## src/core/bldft_defines.svh

```systemverilog
`ifndef BLDFT_DEFINES_SVH
`define BLDFT_DEFINES_SVH

// Register map
`define BLDFT_DIM_DELAY_ADDR 8'h07
`define BLDFT_FADE_RATE_ADDR 8'h08
`define BLDFT_DIM_DELAY_RST  8'h00
`define BLDFT_FADE_RATE_RST  8'h00

// Field positions
`define BLDFT_DIM_CODE_MSB   6
`define BLDFT_DIM_CODE_LSB   0
`define BLDFT_FADE_DN_MSB    7
`define BLDFT_FADE_DN_LSB    4
`define BLDFT_FADE_UP_MSB    3
`define BLDFT_FADE_UP_LSB    0

// Timing
`define BLDFT_CLK_NS         100
`define BLDFT_SEC_NS         1000000000
`define BLDFT_SEC_CYC        (`BLDFT_SEC_NS / `BLDFT_CLK_NS)
`define BLDFT_FAST_FADE_MS   100
`define BLDFT_FADE_INC_MS    300
`define BLDFT_FULL_SCALE     127
`define BLDFT_FAST_STEP_CYC  ((`BLDFT_FAST_FADE_MS * 1000000 / `BLDFT_CLK_NS) / `BLDFT_FULL_SCALE)
`define BLDFT_UNIT_STEP_CYC  ((`BLDFT_FADE_INC_MS * 1000000 / `BLDFT_CLK_NS) / `BLDFT_FULL_SCALE)
`endif

```

## src/core/bldft_pkg.sv

```systemverilog
package bldft_pkg;
  typedef enum logic [2:0] {
    ph_off,
    ph_fade_up,
    ph_at_max,
    ph_fade_dim,
    ph_at_dim,
    ph_fade_off
  } bldft_phase_e;
endpackage

```

## src/core/bldft_interval.sv

```systemverilog
`timescale 1ns/10ps
module bldft_interval #(
  parameter int W = 24
) (
  // Clock and reset
  input  wire logic         clk,
  input  wire logic         rst,
  // Control
  input  wire logic         clear,
  input  wire logic [W-1:0] period,
  // Result
  output logic              tick
);
  logic [W-1:0] cnt_reg;
  logic [W-1:0] cnt_next;
  wire          last = cnt_reg >= (period - W'(1));

  // A period of zero would behave as 2^W cycles
  assign tick     = !clear && last;
  assign cnt_next = (clear || last) ? '0 : cnt_reg + W'(1);

  always_ff @(posedge clk) begin
    if (rst) begin
      cnt_reg <= '0;
    end else begin
      cnt_reg <= cnt_next;
    end
  end
endmodule

```

## src/core/bldft_ramp.sv

```systemverilog
`timescale 1ns/10ps
module bldft_ramp #(
  parameter int LW = 7
) (
  // Clock and reset
  input  wire logic          clk,
  input  wire logic          rst,
  // Stepping
  input  wire logic          step,
  input  wire logic [LW-1:0] target,
  // Level
  output logic [LW-1:0]      level,
  output logic               at_target
);
  logic [LW-1:0] level_reg;
  logic [LW-1:0] level_next;
  wire           go_up = level_reg < target;
  wire           go_dn = level_reg > target;

  // One code per step, so time scales with distance
  assign level_next = !step ? level_reg :
                      go_up ? level_reg + LW'(1) :
                      go_dn ? level_reg - LW'(1) : level_reg;
  assign level      = level_reg;
  assign at_target  = level_reg == target;

  always_ff @(posedge clk) begin
    if (rst) begin
      level_reg <= '0;
    end else begin
      level_reg <= level_next;
    end
  end
endmodule

```

## src/core/bldft_top.sv

```systemverilog
`timescale 1ns/10ps
`include "bldft_defines.svh"
module bldft_top #(
  parameter int              STEP_W           = 24,
  parameter logic [23:0]     SEC_CYCLES       = 24'(`BLDFT_SEC_CYC),
  parameter logic [23:0]     FAST_STEP_CYCLES = 24'(`BLDFT_FAST_STEP_CYC),
  parameter logic [23:0]     UNIT_STEP_CYCLES = 24'(`BLDFT_UNIT_STEP_CYC)
) (
  // Clock and reset
  input  wire logic          clk,
  input  wire logic          rst,
  // Register port from serial host engine
  input  wire logic [7:0]    reg_addr,
  input  wire logic          reg_wr,
  input  wire logic [7:0]    reg_wdata,
  input  wire logic          reg_rd,
  output logic [7:0]         reg_rdata,
  // Backlight control from the rest of the chip
  input  wire logic          bl_on,
  input  wire logic [6:0]    max_current,
  input  wire logic [6:0]    dim_current,
  input  wire logic [6:0]    off_delay_code,
  // Backlight drive and status
  output logic [6:0]         bl_level,
  output bldft_pkg::bldft_phase_e bl_phase,
  output logic [6:0]         sec_count
);
  // Registers
  logic [7:0]                dim_delay_reg;
  logic [7:0]                dim_delay_next;
  logic [7:0]                fade_rate_reg;
  logic [7:0]                fade_rate_next;
  logic [7:0]                rdata_reg;
  logic [7:0]                rdata_next;
  logic                      on_prev_reg;
  logic [6:0]                sec_cnt_reg;
  logic [6:0]                sec_cnt_next;
  bldft_pkg::bldft_phase_e   phase_reg;
  bldft_pkg::bldft_phase_e   phase_next;

  // Decode
  wire sel_dim  = reg_addr == `BLDFT_DIM_DELAY_ADDR;
  wire sel_fade = reg_addr == `BLDFT_FADE_RATE_ADDR;
  wire wr_dim   = reg_wr && sel_dim;
  wire wr_fade  = reg_wr && sel_fade;

  // Fields
  wire [6:0] dim_code = dim_delay_reg[`BLDFT_DIM_CODE_MSB:`BLDFT_DIM_CODE_LSB];
  wire [3:0] dn_code  = fade_rate_reg[`BLDFT_FADE_DN_MSB:`BLDFT_FADE_DN_LSB];
  wire [3:0] up_code  = fade_rate_reg[`BLDFT_FADE_UP_MSB:`BLDFT_FADE_UP_LSB];

  // Reserved bit 7 of the dim register is not stored, reads zero
  assign dim_delay_next = wr_dim ? {1'b0, reg_wdata[6:0]} : dim_delay_reg;
  assign fade_rate_next = wr_fade ? reg_wdata : fade_rate_reg;
  assign rdata_next     = !reg_rd  ? rdata_reg :
                          sel_dim  ? dim_delay_reg :
                          sel_fade ? fade_rate_reg : 8'h00;

  // Step period per current code; full scale is 127 codes
  wire [STEP_W-1:0] dn_period =
    (dn_code == 4'h0) ? STEP_W'(FAST_STEP_CYCLES)
                      : STEP_W'(UNIT_STEP_CYCLES * STEP_W'(dn_code));
  wire [STEP_W-1:0] up_period =
    (up_code == 4'h0) ? STEP_W'(FAST_STEP_CYCLES)
                      : STEP_W'(UNIT_STEP_CYCLES * STEP_W'(up_code));

  // Phase decode
  wire in_up   = phase_reg == bldft_pkg::ph_fade_up;
  wire in_max  = phase_reg == bldft_pkg::ph_at_max;
  wire in_fdim = phase_reg == bldft_pkg::ph_fade_dim;
  wire in_dim  = phase_reg == bldft_pkg::ph_at_dim;
  wire in_foff = phase_reg == bldft_pkg::ph_fade_off;

  // Rising edge so an expired timeout is not undone by a held request
  wire start    = bl_on && !on_prev_reg;
  wire leaving  = !bl_on && on_prev_reg;
  wire dim_en   = dim_code != 7'h00;
  wire off_en   = off_delay_code != 7'h00;
  wire dim_due  = dim_en && sec_cnt_reg >= dim_code;
  wire off_due  = off_en && sec_cnt_reg >= off_delay_code;

  // Downward ramps all use the fade-down rate
  wire going_up = in_up || in_max;
  wire [STEP_W-1:0] step_period = going_up ? up_period : dn_period;
  wire [6:0] target =
    (in_up || in_max) ? max_current :
    (in_fdim || in_dim) ? dim_current : 7'h00;

  // Step timer restarts whenever the phase moves; seconds restart on entry to ph_at_max or ph_fade_dim
  wire phase_move = phase_next != phase_reg;
  wire sec_clear  = phase_move &&
                    (phase_next == bldft_pkg::ph_at_max ||
                     phase_next == bldft_pkg::ph_fade_dim);
  wire counting   = in_max || in_fdim || in_dim;
  wire sec_tick;
  wire step_tick;
  wire at_target;

  bldft_interval #(
    .W (24)
  ) u_sec (
    .clk    (clk),
    .rst    (rst),
    .clear  (sec_clear || !counting),
    .period (SEC_CYCLES),
    .tick   (sec_tick)
  );

  bldft_interval #(
    .W (STEP_W)
  ) u_step (
    .clk    (clk),
    .rst    (rst),
    .clear  (phase_move),
    .period (step_period),
    .tick   (step_tick)
  );

  // Level moves one code per step toward target, full scale is 30 mA
  bldft_ramp #(
    .LW (7)
  ) u_ramp (
    .clk       (clk),
    .rst       (rst),
    .step      (step_tick),
    .target    (target),
    .level     (bl_level),
    .at_target (at_target)
  );

  // Seconds since ph_at_max or ph_fade_dim was entered, saturating at the largest code
  assign sec_cnt_next = sec_clear ? 7'h00 :
                        (sec_tick && counting && sec_cnt_reg != 7'h7f) ?
                        sec_cnt_reg + 7'h01 : sec_cnt_reg;

  always_comb begin
    phase_next = phase_reg;
    unique case (phase_reg)
      bldft_pkg::ph_off: begin
        if (start) begin
          phase_next = bldft_pkg::ph_fade_up;
        end
      end
      bldft_pkg::ph_fade_up: begin
        if (leaving) begin
          phase_next = bldft_pkg::ph_fade_off;
        end else if (at_target) begin
          phase_next = bldft_pkg::ph_at_max;
        end
      end
      bldft_pkg::ph_at_max: begin
        if (leaving) begin
          phase_next = bldft_pkg::ph_fade_off;
        end else if (dim_due) begin
          phase_next = bldft_pkg::ph_fade_dim;
        end else if (!dim_en && off_due) begin
          phase_next = bldft_pkg::ph_fade_off;
        end
      end
      bldft_pkg::ph_fade_dim: begin
        if (leaving || off_due) begin
          phase_next = bldft_pkg::ph_fade_off;
        end else if (at_target) begin
          phase_next = bldft_pkg::ph_at_dim;
        end
      end
      bldft_pkg::ph_at_dim: begin
        if (leaving || off_due) begin
          phase_next = bldft_pkg::ph_fade_off;
        end
      end
      bldft_pkg::ph_fade_off: begin
        if (start) begin
          phase_next = bldft_pkg::ph_fade_up;
        end else if (at_target) begin
          phase_next = bldft_pkg::ph_off;
        end
      end
    endcase
  end

  always_ff @(posedge clk) begin
    if (rst) begin
      dim_delay_reg <= `BLDFT_DIM_DELAY_RST;
      fade_rate_reg <= `BLDFT_FADE_RATE_RST;
      rdata_reg     <= 8'h00;
      on_prev_reg   <= 1'b0;
      sec_cnt_reg   <= 7'h00;
      phase_reg     <= bldft_pkg::ph_off;
    end else begin
      dim_delay_reg <= dim_delay_next;
      fade_rate_reg <= fade_rate_next;
      rdata_reg     <= rdata_next;
      on_prev_reg   <= bl_on;
      sec_cnt_reg   <= sec_cnt_next;
      phase_reg     <= phase_next;
    end
  end

  assign reg_rdata = rdata_reg;
  assign bl_phase  = phase_reg;
  assign sec_count = sec_cnt_reg;
endmodule

```

## config.mk

```make
export PLATFORM = sky130hd
export DESIGN_NAME = bldft_top
export DESIGN_NICKNAME = d
export VERILOG_FILES = /design/src/core/bldft_pkg.sv /design/src/core/bldft_interval.sv /design/src/core/bldft_ramp.sv /design/src/core/bldft_top.sv
export VERILOG_INCLUDE_DIRS = /design/src /design/src/core
export SDC_FILE = /design/constraint.sdc
export NUM_CORES = 1
export LEC_CHECK = 0
export BUFFER_PORTS_ARGS = -buffer_cell sky130_fd_sc_hd__buf_4
export CORE_MARGIN = 2
export CORE_UTILIZATION = 31
export DETAILED_ROUTE_END_ITERATION = 12
export SKIP_CTS_REPAIR_TIMING = 1
export SLEW_MARGIN = 20
export SYNTH_ARGS = -nofsm -noshare
export SYNTH_HDL_FRONTEND = slang
export SYNTH_SLANG_ARGS = --single-unit
```

## constraint.sdc

```tcl
create_clock -name clk -period 7.1 [get_ports clk]
set_clock_uncertainty 0.1 [all_clocks]
set_input_delay 0.355 -clock clk [delete_from_list [all_inputs] [get_ports clk]]
set_output_delay 0.355 -clock clk [all_outputs]
set_load 0.005 [all_outputs]
```

==> results of run 1 <==
==> layout by cell type (no fill, tap or decap), types with 7 or more instances in the layout <==
cell type    n
xor2_1      56
nor2_1      83
ha_1       101
xnor2_1     38
and4_1       7
nand3_1     45
a31oi_1      7
o21ai_0     26
a211oi_1    16
dfxtp_1     89
a21o_1      19
a21oi_1     58
nor3_1      10
nand4_1     17
clkbuf_16    9
nor2_4      20
nand2b_1     9
buf_4       71
a22oi_1     26
o22ai_1      8
nor2b_1     11
nand2_1     61
inv_1       40
and3_1      17
==> per-stage QoR <==
| step | cells | power [mW] | util, % | cell area, um^2 |
|---|---|---|---|---|
| floorplan | 859 | 0.9740 | - | 7244 |
| global placement | 1218 | 1.084 | 35.26 | 8031 |
| detailed placement | 1218 | 1.088 | 35.26 | 8031 |
| CTS | 1234 | 1.568 | 36.54 | 8324 |
| global route | 1234 | 1.659 | 36.54 | 8324 |
| finish | 1234 | 1.551 | 36.54 | 8324 |
==> cell type report <==
type	count	area (um^2)
Timing Repair Buffer	71	533.0
Clock inverter	7	67.56
Multi-Input combinational cell	704	5171
Fill cell	2330	14450
Tap cell	313	391.6
Inverter	41	153.9
Clock buffer	9	225.2
Sequential cell	89	1782
==> final timing paths <==
path	slack, ps	end
setup / recovery	1150	u_ramp.level[2]
setup reg to reg	1150	u_ramp.level[2]
hold reg to reg	350	u_sec.cnt_reg[0]
hold / removal	160	on_prev_reg
==> logic make-up (layout without fill, tap and decap cells) <==
logic type | after synthesis | count (layout)
flops | 89 | 89
simple gates | 305 | 305
fa+ha+maj | 106 | 106
buf+inv | 66 | 128
compound gates | 194 | 194
xor+xnor | 95 | 95
mux | 4 | 4
==> routing by layer <==
layer / up-vias / GRT usage [%] / share of wire (%)
met1: 2884 / 19.33 / 47
met3: 25 / 2.271 / 3.7
met2: 125 / 24.50 / 47
met5: - / 0 / 0
li1: 3206 / - / -
met4: 0 / 5.199 / 2.4
==> power by group through the flow <==
stage / clock [mW] / combinational [mW] / sequential, mW
3_3_place_gp: 0 / 0.524 / 0.559
6_report: 0.477 / 0.527 / 0.548
4_1_cts: 0.490 / 0.532 / 0.547
5_1_grt: 0.506 / 0.601 / 0.552
3_5_place_dp: 0 / 0.529 / 0.559
2_1_floorplan: 0 / 0.434 / 0.540
==> results.py, run 1 <==
metrics = {
    "synthesis": {
        "synth_common_cells": "ha_1, dfxtp_1, nor2_1",
        "synthArstFlopShare_pct": 0,
        "ys_ff_latch": 89,
        "syn_area_per_cell_um2": 8.434,
        "yosysTopAreaCell": "dfxtp_1",
        "ys_warn_count": 0,
        "synth_edf_count": 0,
        "synthXorXnorAreaFrac_pct": 11.59,
        "synthAdderAreaFrac_pct": 18.83,
        "synth.net_count": 1007,
        "yosys_most_used_dff": "dfxtp_1",
        "netlist_instances": 859,
        "yosysTopAreaCellShare_pct": 24.59,
        "seq_area_frac_synth_pct": 24.59,
        "synth_compound_area_share_pct": 17.98,
        "synth_top_family_by_area": "simple AND/OR/NAND/NOR gates",
        "muxShareOfSynthArea_pct": 0.5699,
        "netlist_top_cells_area": "dfxtp_1, ha_1, xor2_1",
        "syn_area_um2": 7244,
        "synthMostInstantiatedCell": "ha_1",
        "synth_simple_gate_area_share_pct": 22.33,
        "yosysUniqueCellTypes": 67,
    },
    "timing": {
        "min_period_ps": 5955,
        "finalHoldViolations": 0,
        "finalHoldWorstSlack_ps": 163.4,
        "worst_pin_slew_ps": 936.5,
        "rsz0062_at_grt": "no",
        "finalSetupViolCount": 0,
        "fmax_mhz": 167.9,
        "relSlewSlack_pct": 37.34,
        "post-route-period-util_pct": 83.87,
        "report.final.slew_viol_count": 0,
        "worst_slack_ps": 1145,
        "timing.setup.tns_ps": 0,
    },
    "power": {
        "netSwitchingFraction_pct": 38.21,
        "power.internal_mw": 0.9587,
        "p_seq_share_pct": 35.3,
        "vdd_drop_max_v": 0.0001157,
        "combPwrFrac_pct": 34.0,
        "p_per_area_nw_per_um2": 186.4,
        "power_leakage_nw": 3.466,
        "switching_power_mw": 0.5928,
        "clkPwrFrac_pct": 30.7,
    },
    "setup_path": {
        "worstPathMaxFanout": 9,
        "cp.required_ps": 7260,
        "ff2ff_path_depth": 20,
        "critPathBufInv": 2,
        "start_kind": "flip-flop",
        "cp_common_cell": "ha_1",
        "path_depth": 20,
        "cp_cell_sequence": "inv_1, fa_1, inv_1, ha_1, ha_1, and4_1, a221oi_2, xnor2_1, a22oi_1, or3b_1, nor4_1, nand3_1, ha_1, nand4_1, nor3_1, nand4_1, o211ai_1, and4_1, a21oi_1, a311oi_1",
        "crit_slowest_cell": "fa_1",
        "crit_family": "simple AND/OR/NAND/NOR gates",
        "worstPathArrival_ps": 6120,
        "path_class": "flip-flop to flip-flop",
        "r2r-start": "fade_rate_reg[5]",
        "cp-end-kind": "flip-flop",
        "max_stage_delay_ps": 550,
        "crit_start": "fade_rate_reg[5]",
    },
    "clock_tree": {
        "cts_tree": "yes",
        "cts_buffer_depth": 2,
        "numClockSinks": 89,
        "path_clk_slew_ps": 70,
        "worst_skew_pair.late_latency_ps": 360,
        "clockRootBuffer": "clkbuf_16",
        "numCtsBuffers": 9,
        "htreeDepth": 3,
    },
    "grt": {
        "grt_pass1_vias": 5971,
        "grt.total_usage_pct": 14.74,
        "grt_pass1_wl_mm": 29.42,
        "antenna_found_initial": 0,
        "grt_max_degree": 38,
        "grt-ovfl-total": 0,
    },
    "die": {
        "io_pins": 67,
        "core_area_um2": 22780,
        "start_util_pct": 31.80,
        "die_x_um": 156.9,
        "die_y_um": 156.9,
        "die_area_um2": 24610,
        "rows": 55,
    },
    "detailed_routing": {
        "vias": 6240,
        "viasPerCell": 5.057,
        "routed_wirelength_mm": 17.42,
        "post-route-drc-count": 0,
        "detail_route.wl_per_cell_um": 14.12,
        "detail-route-antenna-nets": 0,
        "drtIter0Drc": 321,
        "drt_first_pass_iters": 7,
    },
    "finish": {
        "n_antenna_cell": 0,
        "nets": 1064,
        "syn_to_final_growth_pct": 14.90,
        "final_layout_size_suffix_gt1_share_pct": 13.14,
    },
    "place": {
        "port_buffers": 66,
        "gp_congestion": 0.8443,
        "dp_hpwl_mm": 13.68,
        "place_ws_ps": 1167,
    },
    "flow_run": {
        "drv_cap": 0,
    },
    "worst_hold_path": {
        "holdPathStages": 2,
        "hold_class": "input pin to flip-flop",
        "worstHoldStart": "bl_on",
    },
    "status": {
        "status": "complete, no violations",
    },
}
Note: power is estimated with default switching activity, not from simulation.
==> run 2: changes to the inputs <==
==> constraint.sdc (replaced) <==
create_clock -name clk -period 5.5 [get_ports clk]
set_clock_uncertainty 0.1 [all_clocks]
set_input_delay 0.275 -clock clk [delete_from_list [all_inputs] [get_ports clk]]
set_output_delay 0.275 -clock clk [all_outputs]
set_load 0.005 [all_outputs]
==> results.py, run 2 (synthesis gave the netlist of run 1 again) <==
metrics = {
    "place": {
        "place_ws_ps": -122.6,
        "dp_hpwl_mm": 13.82,
        "port_buffers": 66,
        "gp_congestion": 0.8881,
    },
    "setup_path": {
        "worstPathMaxFanout": 6,
        "reg2reg_to": "u_step.cnt_reg[6]",
        "cp-end-kind": "flip-flop",
        "critPathBufInv": 3,
        "cp_cell_sequence": "inv_1, fa_1, inv_1, ha_1, ha_1, and4_1, a221oi_2, xnor2_1, a22oi_2, or3b_4, nor4_4, xnor2_1, ha_1, a21o_1, a21o_1, a21oi_1, o211ai_1, a21oi_1, o211ai_1, or3_4, clkbuf_16, nor2_4",
        "worstPathArrival_ps": 5450,
        "path_class": "flip-flop to flip-flop",
        "r2r-start": "fade_rate_reg[5]",
        "max_stage_delay_ps": 540,
        "crit_family": "adder cells",
        "cp_common_cell": "ha_1",
        "path_depth": 22,
        "crit_slowest_cell": "fa_1",
        "start_kind": "flip-flop",
        "cp.required_ps": 5690,
        "ff2ff_path_depth": 22,
        "r2r_slack_ps": 240,
    },
    "power": {
        "power_leakage_nw": 3.592,
        "p_per_area_nw_per_um2": 238.7,
        "vdd_drop_max_v": 0.0001459,
        "netSwitchingFraction_pct": 37.92,
        "switching_power_mw": 0.7819,
        "p_seq_share_pct": 33.2,
        "power.internal_mw": 1.280,
        "clkPwrFrac_pct": 29.7,
        "combPwrFrac_pct": 37.1,
    },
    "finish": {
        "fillerInstances": 2340,
        "final_layout_size_suffix_gt1_share_pct": 17.29,
        "regArea_um2": 1782,
        "final_common_cell": "ha_1",
        "syn_to_final_growth_pct": 19.27,
        "n_antenna_cell": 0,
        "multi_input_area_um2": 5288,
        "final_cell_mix": "ha_1, buf_4, dfxtp_1",
        "nets": 1086,
    },
    "grt": {
        "grt_max_degree": 38,
        "grt_pass1_wl_mm": 29.68,
        "antenna_found_initial": 0,
        "grt_util_met3_pct": 2.299,
        "busiest_layer": "met2",
        "grt_pass1_vias": 5976,
        "grt-ovfl-total": 0,
        "grt.total_usage_pct": 14.80,
        "grt_use_met1_pct": 19.50,
        "grt.met2_usage_pct": 24.77,
    },
    "flow_run": {
        "drv_cap": 0,
    },
    "clock_tree": {
        "htreeDepth": 3,
        "cts_buffer_depth": 2,
        "numClockSinks": 89,
        "clockRootBuffer": "clkbuf_16",
        "worst_skew_pair.late_latency_ps": 350,
        "numCtsBuffers": 9,
        "cts_tree": "yes",
        "path_clk_slew_ps": 70,
    },
    "die": {
        "core_area_um2": 22780,
        "die_x_um": 156.9,
        "io_pins": 67,
        "start_util_pct": 31.80,
        "die_y_um": 156.9,
        "rows": 55,
        "die_area_um2": 24610,
    },
    "detailed_routing": {
        "detail-route-antenna-nets": 0,
        "post-route-drc-count": 0,
        "drtIter0Drc": 342,
        "drt_first_pass_iters": 4,
        "viasPerCell": 4.987,
        "detail_route.wl_per_cell_um": 14.26,
        "vias": 6264,
        "routed_wirelength_mm": 17.91,
    },
    "timing": {
        "timing.setup.tns_ps": 0,
        "report.final.slew_viol_count": 0,
        "worst_slack_ps": 238.1,
        "post-route-period-util_pct": 95.67,
        "worst_pin_slew_ps": 958.1,
        "finalHoldViolations": 0,
        "relSlewSlack_pct": 35.89,
        "min_period_ps": 5262,
        "fmax_mhz": 190.0,
        "finalSetupViolCount": 0,
    },
    "status": {
        "status": "complete, no violations",
    },
    "worst_hold_path": {
        "worstHoldStart": "bl_on",
        "hold_class": "input pin to flip-flop",
        "min_to": "on_prev_reg",
        "holdPathStages": 2,
    },
}
-- run 2: changes by cell type in the layout (fill, tap and decap cells not counted), sizes merged --
cell / previous run / this run
buf: 71 / 92
clkbuf: 9 / 10
clkinv: 3 / 2
clkinvlp: 1 / 2
-- run 2: power groups by stage --
stage	sequential [mW]	combinational (mW)	clock (mW)
after detailed placement	0.701	0.730	0
after floorplan	0.698	0.560	0
after CTS	0.686	0.733	0.629
final	0.685	0.765	0.612
after global routing	0.689	0.856	0.655
after global placement	0.701	0.725	0
-- run 2: layout make-up --
cell class | instances | share of cell area (%)
multi-input combinational | 704 | 61.19
timing repair buffer | 93 | 8.471
tap | 313 | 4.532
sequential | 89 | 20.62
clock inverter | 7 | 0.7964
inverter | 41 | 1.781
clock buffer | 9 | 2.606
-- run 2: per-stage QoR --
| step | std cells | hold WS, ps | utilization (%) | power (mW) | area, um^2 |
|---|---|---|---|---|---|
| 6_report | 1256 | 73.93 | 37.93 | 2.062 | 8641 |
| 5_1_grt | 1256 | 81.60 | 37.93 | 2.200 | 8641 |
| 4_1_cts | 1250 | 67.51 | 37.13 | 2.048 | 8458 |
| 3_5_place_dp | 1234 | 336.7 | 35.84 | 1.431 | 8164 |
| 3_3_place_gp | 1234 | 328.2 | 35.84 | 1.426 | 8164 |
| 2_1_floorplan | 859 | 303.2 | - | 1.257 | 7244 |
-- run 2: metal layers --
metal | share of wire, % | vias up | wire length (um)
li1 | - | 3235 | -
met1 | 47 | 2901 | 8498
met2 | 47 | 106 | 8499
met3 | 3.3 | 22 | 597
met4 | 1.8 | 0 | 315
met5 | 0 | - | 0
-- run 2: how the worst max path moves through the flow --
stage / from / endpoint
floorplan: fade_rate_reg[5] / u_step.cnt_reg[6]
global placement: fade_rate_reg[6] / u_ramp.level[6]
detailed placement: fade_rate_reg[6] / u_ramp.level[6]
CTS: fade_rate_reg[6] / u_ramp.level[2]
global route: fade_rate_reg[6] / u_ramp.level[4]
finish: fade_rate_reg[5] / u_step.cnt_reg[6]
-- run 2: worst register-to-register path: cells and delay by family (launching register included) --
kind	cells	cell delay [ps]
adders and majority gates	4	1490
and+or+nand+nor	5	1340
AOI/OAI and AO/OA	8	1370
xor gates and xnor gates	2	300
DFF	1	330
buffers and inverters	3	310
